## src/adc_scaling_consts.svh

```systemverilog
// Purpose: Constants for the converter result scaling block.
// Assumes: Word-aligned register map on a 32-bit classic Wishbone bus.
// Notes: Register index is byte address bits 5:2.
`ifndef ADC_SCALING_CONSTS_SVH
`define ADC_SCALING_CONSTS_SVH
`define CHAN_COUNT 4
`define FULL_SCALE_VALUE 16'hfff8
`define GAIN_RESET 16'h8000
`define OFFSET_RESET 16'h0000
`define SHIFT_RESET 8'h00
`define GAIN_FRAC_BITS 15
`define GRP_GAIN 2'h0
`define GRP_OFFSET 2'h1
`define GRP_SHIFT 2'h2
`define GRP_RESULT 2'h3
`define IDX_SHIFT_A 2'h0
`define IDX_SHIFT_B 2'h1
`define UPPER_ADDR_ZERO 26'h0000000
`endif

```

## src/adc_scaling_pkg.sv

```systemverilog
// Purpose: Types shared by the result scaling block.
// Assumes: Constants come from the header.
// Notes: Channel 0 is supply, 1 bias, 2 transmit power, 3 receive power.
package adc_scaling_pkg;
    typedef struct packed {
        logic valid;
        logic [1:0] chan;
        logic [12:0] raw;
    } conv_t;
    typedef struct packed {
        logic valid;
        logic [1:0] chan;
        logic [15:0] value;
    } result_t;
endpackage

```

## src/result_store.sv

```systemverilog
// Purpose: Small memory holding the latest result of each channel.
// Assumes: One write port and one read port on the same clock.
// Notes: Read data come out of a register, one cycle after the address.
`timescale 1ns/100ps
module result_store #(
    parameter int WIDTH = 16,
    parameter int DEPTH = 4,
    parameter int AW = 2
) (
    // Clock and reset.
    input wire logic clk_i,
    input wire logic rst_i,
    // Write port.
    input wire logic we_i,
    input wire logic [AW-1:0] waddr_i,
    input wire logic [WIDTH-1:0] wdata_i,
    // Read port.
    input wire logic [AW-1:0] raddr_i,
    output logic [WIDTH-1:0] rdata_o
);
    logic [WIDTH-1:0] mem [DEPTH];

    // Storage is not reset; unwritten words read as unknown.
    always_ff @(posedge clk_i) begin
        if (we_i) begin
            mem[waddr_i] <= wdata_i;
        end
    end

    // Registered read keeps the bus read path short.
    always_ff @(posedge clk_i) begin
        if (rst_i) begin
            rdata_o <= '0;
        end else begin
            rdata_o <= mem[raddr_i];
        end
    end
endmodule

```

## src/adc_result_scaling.sv

```systemverilog
// Purpose: Gain, offset, saturation and right shift of converter results.
// Assumes: A converter delivers 13-bit samples tagged with a channel.
// Notes: Gain 8000h is unity; offset counts are weighted by four.
//
// The address map and the Wishbone slave port are this design's own decisions.
`timescale 1ns/100ps
`include "adc_scaling_consts.svh"
module adc_result_scaling (
    // Clock and reset.
    input wire logic clk_i,
    input wire logic rst_i,
    // Wishbone slave.
    input wire logic wb_cyc_i,
    input wire logic wb_stb_i,
    input wire logic wb_we_i,
    input wire logic [31:0] wb_adr_i,
    input wire logic [3:0] wb_sel_i,
    input wire logic [31:0] wb_dat_i,
    output logic [31:0] wb_dat_o,
    output logic wb_ack_o,
    // Converter samples in, scaled results out.
    input wire adc_scaling_pkg::conv_t conv_i,
    output adc_scaling_pkg::result_t result_o
);
    import adc_scaling_pkg::*;

    logic [15:0] gain [`CHAN_COUNT];
    logic [15:0] offset [`CHAN_COUNT];
    logic [7:0] shift_count_store_a;
    logic [7:0] shift_count_store_b;
    logic phase;
    logic s1_valid;
    logic [1:0] s1_chan;
    logic [16:0] s1_scaled;
    logic [15:0] s1_off;
    logic [2:0] s1_shift;
    logic [15:0] mem_rdata;

    // Shift field of a channel; the supply channel is never shifted.
    function automatic logic [2:0] shift_for(input logic [1:0] ch, input logic [7:0] a,
                                             input logic [7:0] b);
        logic [2:0] s;
        s = 3'h0;
        unique case (ch)
            2'h0: s = 3'h0;
            2'h1: s = a[2:0];
            2'h2: s = a[6:4];
            2'h3: s = b[2:0];
        endcase
        return s;
    endfunction

    // Byte-lane merge used by the gain and offset registers.
    function automatic logic [15:0] merge(input logic [15:0] old, input logic [15:0] d,
                                          input logic [1:0] sel);
        return {sel[1] ? d[15:8] : old[15:8], sel[0] ? d[7:0] : old[7:0]};
    endfunction

    // Bus decode.
    wire req = wb_cyc_i & wb_stb_i;
    wire [1:0] grp = wb_adr_i[5:4];
    wire [1:0] sub = wb_adr_i[3:2];
    wire upper_ok = (wb_adr_i[31:6] == `UPPER_ADDR_ZERO);
    wire shift_ok = (grp == `GRP_SHIFT) & (sub[1] == 1'b0);
    wire mapped = upper_ok & ((grp != `GRP_SHIFT) | shift_ok);
    wire wr_now = req & wb_we_i & phase & mapped;
    wire wr_gain = wr_now & (grp == `GRP_GAIN);
    wire wr_off = wr_now & (grp == `GRP_OFFSET);
    wire wr_sa = wr_now & shift_ok & (sub == `IDX_SHIFT_A);
    wire wr_sb = wr_now & shift_ok & (sub == `IDX_SHIFT_B);

    // Read selection; unmapped words and the shift upper bytes read as zero.
    wire [15:0] shift_rd = (sub == `IDX_SHIFT_A) ? {8'h00, shift_count_store_a}
                                                 : {8'h00, shift_count_store_b};
    wire [15:0] rd_word = !mapped ? 16'h0000 :
                          (grp == `GRP_GAIN) ? gain[sub] :
                          (grp == `GRP_OFFSET) ? offset[sub] :
                          (grp == `GRP_SHIFT) ? shift_rd : mem_rdata;

    // Two-cycle answer: the extra cycle lets the result memory register its read.
    always_ff @(posedge clk_i) begin
        if (rst_i) begin
            phase <= 1'b0;
            wb_ack_o <= 1'b0;
            wb_dat_o <= 32'h00000000;
        end else begin
            phase <= req & ~phase & ~wb_ack_o;
            wb_ack_o <= req & phase;
            wb_dat_o <= {16'h0000, rd_word};
        end
    end

    // Per-channel gain and offset, 16 bits each with byte enables.
    genvar g;
    generate
        for (g = 0; g < `CHAN_COUNT; g++) begin : g_chan
            always_ff @(posedge clk_i) begin
                if (rst_i) begin
                    gain[g] <= `GAIN_RESET;
                    offset[g] <= `OFFSET_RESET;
                end else begin
                    if (wr_gain && sub == 2'(g)) begin
                        gain[g] <= merge(gain[g], wb_dat_i[15:0], wb_sel_i[1:0]);
                    end
                    if (wr_off && sub == 2'(g)) begin
                        offset[g] <= merge(offset[g], wb_dat_i[15:0], wb_sel_i[1:0]);
                    end
                end
            end
        end
    endgenerate

    // Shift stores; only the 3-bit fields are kept, other bits read as zero.
    always_ff @(posedge clk_i) begin
        if (rst_i) begin
            shift_count_store_a <= `SHIFT_RESET;
            shift_count_store_b <= `SHIFT_RESET;
        end else begin
            if (wr_sa && wb_sel_i[0]) begin
                shift_count_store_a <= {1'b0, wb_dat_i[6:4], 1'b0, wb_dat_i[2:0]};
            end
            if (wr_sb && wb_sel_i[0]) begin
                shift_count_store_b <= {5'h00, wb_dat_i[2:0]};
            end
        end
    end

    // Stage 1: left-justify the sample and apply the channel gain.
    wire [15:0] raw_lj = {conv_i.raw, 3'b000};
    wire [31:0] prod = raw_lj * gain[conv_i.chan];
    wire [2:0] in_shift = shift_for(conv_i.chan, shift_count_store_a, shift_count_store_b);

    always_ff @(posedge clk_i) begin
        if (rst_i) begin
            s1_valid <= 1'b0;
            s1_chan <= 2'h0;
            s1_scaled <= 17'h00000;
            s1_off <= 16'h0000;
            s1_shift <= 3'h0;
        end else begin
            s1_valid <= conv_i.valid;
            s1_chan <= conv_i.chan;
            s1_scaled <= prod[31:`GAIN_FRAC_BITS];
            s1_off <= offset[conv_i.chan];
            s1_shift <= in_shift;
        end
    end

    // Stage 2: offset, saturation, then right shift as the last step.
    wire signed [18:0] sum = $signed({2'b00, s1_scaled}) + $signed({s1_off[15], s1_off, 2'b00});
    wire over = (sum > $signed({3'b000, `FULL_SCALE_VALUE}));
    wire [15:0] clamped = sum[18] ? 16'h0000 :
                          over ? `FULL_SCALE_VALUE :
                          (sum[15:0] & `FULL_SCALE_VALUE);
    wire [15:0] shifted = clamped >> s1_shift;

    result_store #(
        .WIDTH(16),
        .DEPTH(`CHAN_COUNT),
        .AW(2)
    ) u_store (
        .clk_i(clk_i),
        .rst_i(rst_i),
        .we_i(s1_valid),
        .waddr_i(s1_chan),
        .wdata_i(shifted),
        .raddr_i(sub),
        .rdata_o(mem_rdata)
    );

    // Registered copy of each stored result for the downstream logic.
    always_ff @(posedge clk_i) begin
        if (rst_i) begin
            result_o <= '0;
        end else begin
            result_o <= '{valid: s1_valid, chan: s1_chan, value: shifted};
        end
    end
endmodule

```

## config.mk

```make
export PLATFORM = sky130hd
export DESIGN_NAME = adc_result_scaling
export DESIGN_NICKNAME = d
export VERILOG_FILES = /design/src/adc_scaling_pkg.sv /design/src/result_store.sv /design/src/adc_result_scaling.sv
export VERILOG_INCLUDE_DIRS = /design/src
export SDC_FILE = /design/constraint.sdc
export NUM_CORES = 1
export LEC_CHECK = 0
export ABC_AREA = 1
export BUFFER_PORTS_ARGS = -buffer_cell sky130_fd_sc_hd__buf_2
export CAP_MARGIN = 30
export CORE_MARGIN = 1.5
export CORE_UTILIZATION = 40
export DETAILED_ROUTE_END_ITERATION = 7
export PLACE_DENSITY = 0.64
export SYNTH_ARGS = -nofsm -noshare
export SYNTH_HDL_FRONTEND = slang
export SYNTH_HIERARCHICAL = 1
export SYNTH_SLANG_ARGS = --single-unit
```

## constraint.sdc

```tcl
create_clock -name clk_i -period 18.6 [get_ports clk_i]
set_input_delay 2.79 -clock clk_i [delete_from_list [all_inputs] [get_ports clk_i]]
set_output_delay 2.79 -clock clk_i [all_outputs]
set_load 0.05 [all_outputs]
```

==> results.md <==
* Sequential area share after synthesis at 38.5%
* CORE AREA at 0.0501 mm2
* Vias/cell at 5.29
* Sw Share at 44.0%
* Cells after Synth at 2367
* Final worst-path cycle share at 46.3%
* Routed wire per std cell at 18.6 um
* Synth area leaders: edfxtp_1, fa_1, dfxtp_1
* Number of synthesized register bits at 293
* Most common library cells after synthesis: inv_1, nand2_1, nor2_1, edfxtp_1, fa_1
* # Post-CTS Setup Buffers at 0
* Share of post-route cells with drive strength above 1 at 9.14%
* NetSw at 0.00121 W
* Mapped Area at 0.0202 mm2
* R2r worst-path depth at 23
* Pin count of the biggest net entering global routing at 55
* Clk root buf: clkbuf_16
* Hold-fix buffers at CTS at 0
* Max incr delay on CP at 550 ps
* RSZ-0062 raised after global routing: no
* WP data arrival at 9100 ps
* Slew of the pin with the lowest slew margin at 994 ps
* Post-synth top flop: edfxtp_1
* Row Count at 82
* Largest delay share family, worst path: adder cells
* Worst-path fanout max at 30
* Overall power at 0.00275 W
* Min-delay src: wb_ack_o
* Most frequent CP cell: inv_1
* Final ANT Viol Nets at 0
* Sequential power share at 28.2%
* Area delta synth->final at 10.4%
* Vias at 16638
* Clk sinks at 293
* Final Slew Violations at 0
* Aggregate routed wire length at 58.6 mm
* Worst skew pair latency at 570 ps
* Class of the worst hold path: flop to flop
* Max-cap violations at 0
* Hold endpoint: phase
* Leak Pwr at 10.4 nW
* Critical Path RT at 19090 ps
* Final Hold Violating Endpoints at 0
* Clk slew on worst S/H paths at 60 ps
* Syn avg cell area at 8.55 um2
* Initial antenna violation count at 1
* Yosys Warn Count at 6
* Worst setup EP type: flop
* Routability cong. at 0.923
* WHS at 423 ps
* # setup viols final at 0
* Reg2reg start: gain[1][6]
* Cells after DPL at 3087
* Crit path buf inv count at 8
* CTS tree: done
* Slew HR at 33.5%
* RR Endpoint: s1_scaled[6]
* Setup crit start kind: input pin
* Post-cts gate resize count at 0
* CP max-delay cell: fa_1
* Setup TNS at 0 ps
* Async set or reset register ratio after synthesis at 0%
* Hpwl dp at 43.1 mm
* Internal cell power at 0.00154 W
* Remaining routing DRC violations at 0
* Die Span Y at 228 um
* Nets at 2776
* Total grt overflow at 0
* DR pass1 iterations at 7
* PortBufs at 104
* First-pass GRT wire length at 91.6 mm
* EDFF count, synth at 192
* Critical path type: input pin to flop
* Tmin final at 8610 ps
* Die area at 0.0519 mm2
* Iter 0 DRT Violations at 1707
* Starting density of the core at 40.4%
* Peak VDD IR at 0.0845 mV
* Vias in the first global route at 16888
* Layout Cells excl Fill at 3147
* Power Dens Cells at 123 mW/mm2
* Max Clk Rate at 116 MHz
* Synth cell types at 49
* Combinational share of power at 50.9%
* H-Tree Depth at 1
* Hold path cells at 1
* Outcome: complete, no violations
* R2r setup slk at 12670 ps
* # IOs at 141
* Top-count cell post-synth: inv_1
* Final Skew at 11.9 ps
* Cts bufs inserted at 31
* Cell taking the most area after synthesis: edfxtp_1
* CTS Buffer Depth at 3
* Clk pwr share at 21.0%
* Tot GR Track Use at 22.4%
* Die Span X at 228 um
* Synth top area share at 28.5%
==> power by group through the flow <==
stage | Sequential [W] | Clock, W | Combinational (W)
final | 0.000775 | 0.000577 | 0.00140
after global routing | 0.000779 | 0.000610 | 0.00159
after CTS | 0.000776 | 0.000583 | 0.00140
after detailed placement | 0.000789 | 0 | 0.00139
after global placement | 0.000788 | 0 | 0.00137
after floorplan | 0.000812 | 0 | 0.000979
==> metrics by stage <==
stage / area [um2] / setup WS [ps] / utilization [%]
2_1_floorplan: 20300 / 10590 / -
3_3_place_gp: 21400 / 9300 / 42.6
3_5_place_dp: 21400 / 9440 / 42.7
4_1_cts: 22300 / 10040 / 44.6
5_1_grt: 22300 / 9670 / 44.6
6_report: 22300 / 9990 / 44.6
==> cell usage in the layout (no fill, tap or decap), drive strengths merged, types with 53 or more instances in the layout <==
cell type / count
nor2: 335
nand3: 160
o21ai: 53
a21oi: 101
inv: 463
nand2: 420
buf: 125
fa: 154
dfxtp: 101
edfxtp: 192
ha: 85
==> worst max-delay path by stage <==
| stage | to | depth (start not counted) | startpoint | slack (ps) |
|---|---|---|---|---|
| after CTS | s1_scaled[9] | 25 | conv_i[14] | 10040 |
| after floorplan | s1_scaled[15] | 25 | conv_i[13] | 10590 |
| after global routing | s1_scaled[9] | 25 | conv_i[14] | 9670 |
| after detailed placement | s1_scaled[9] | 25 | conv_i[14] | 9440 |
| after global placement | s1_scaled[9] | 27 | conv_i[14] | 9300 |
| final | s1_scaled[6] | 25 | conv_i[14] | 9990 |
==> per-layer routing <==
metal / vias to the layer above / global-route usage, % / routed length, um
met4: 0 / 7.49 / 1730
met1: 8074 / 29.6 / 24200
met3: 101 / 2.83 / 4400
met2: 693 / 38.2 / 28300
li1: 7770 / - / -
met5: - / 0 / 0
==> cell families (layout without fill, tap and decap cells) <==
logic type | count (synthesis) | count (layout) | synth area share [%]
buffers and inverters | 562 | 653 | 11.1
adder cells (fa/ha/maj) | 239 | 239 | 20.5
AO/OA/AOI/OAI | 309 | 309 | 9.71
flip-flops | 293 | 293 | 38.5
AND/OR/NAND/NOR | 960 | 960 | 20.0
XOR/XNOR | 3 | 3 | 0.130
other | 1 | 18 | 0.0185
==> final cells by class <==
| class | count | area, um2 |
|---|---|---|
| Fill cell | 4987 | 27700 |
| Multi-Input combinational cell | 1527 | 10300 |
| Sequential cell | 293 | 7790 |
| Inverter | 470 | 1770 |
| Tap cell | 672 | 841 |
| Clock buffer | 37 | 828 |
| Timing Repair Buffer | 125 | 678 |
| Clock inverter | 21 | 124 |
| Antenna cell | 2 | 5.00 |
==> sequential cells by signal, indices dropped and copies added, names as in the netlist, 6 cells and up <==
name	cells
u_store/rdata_o	16
wb_dat_o	16
u_store/mem	64
s1_off	16
gain	64
shift_count_store_a	6
offset	64
s1_scaled	17
result_o	19
No activity file was read; power rests on OpenSTA's default activity.
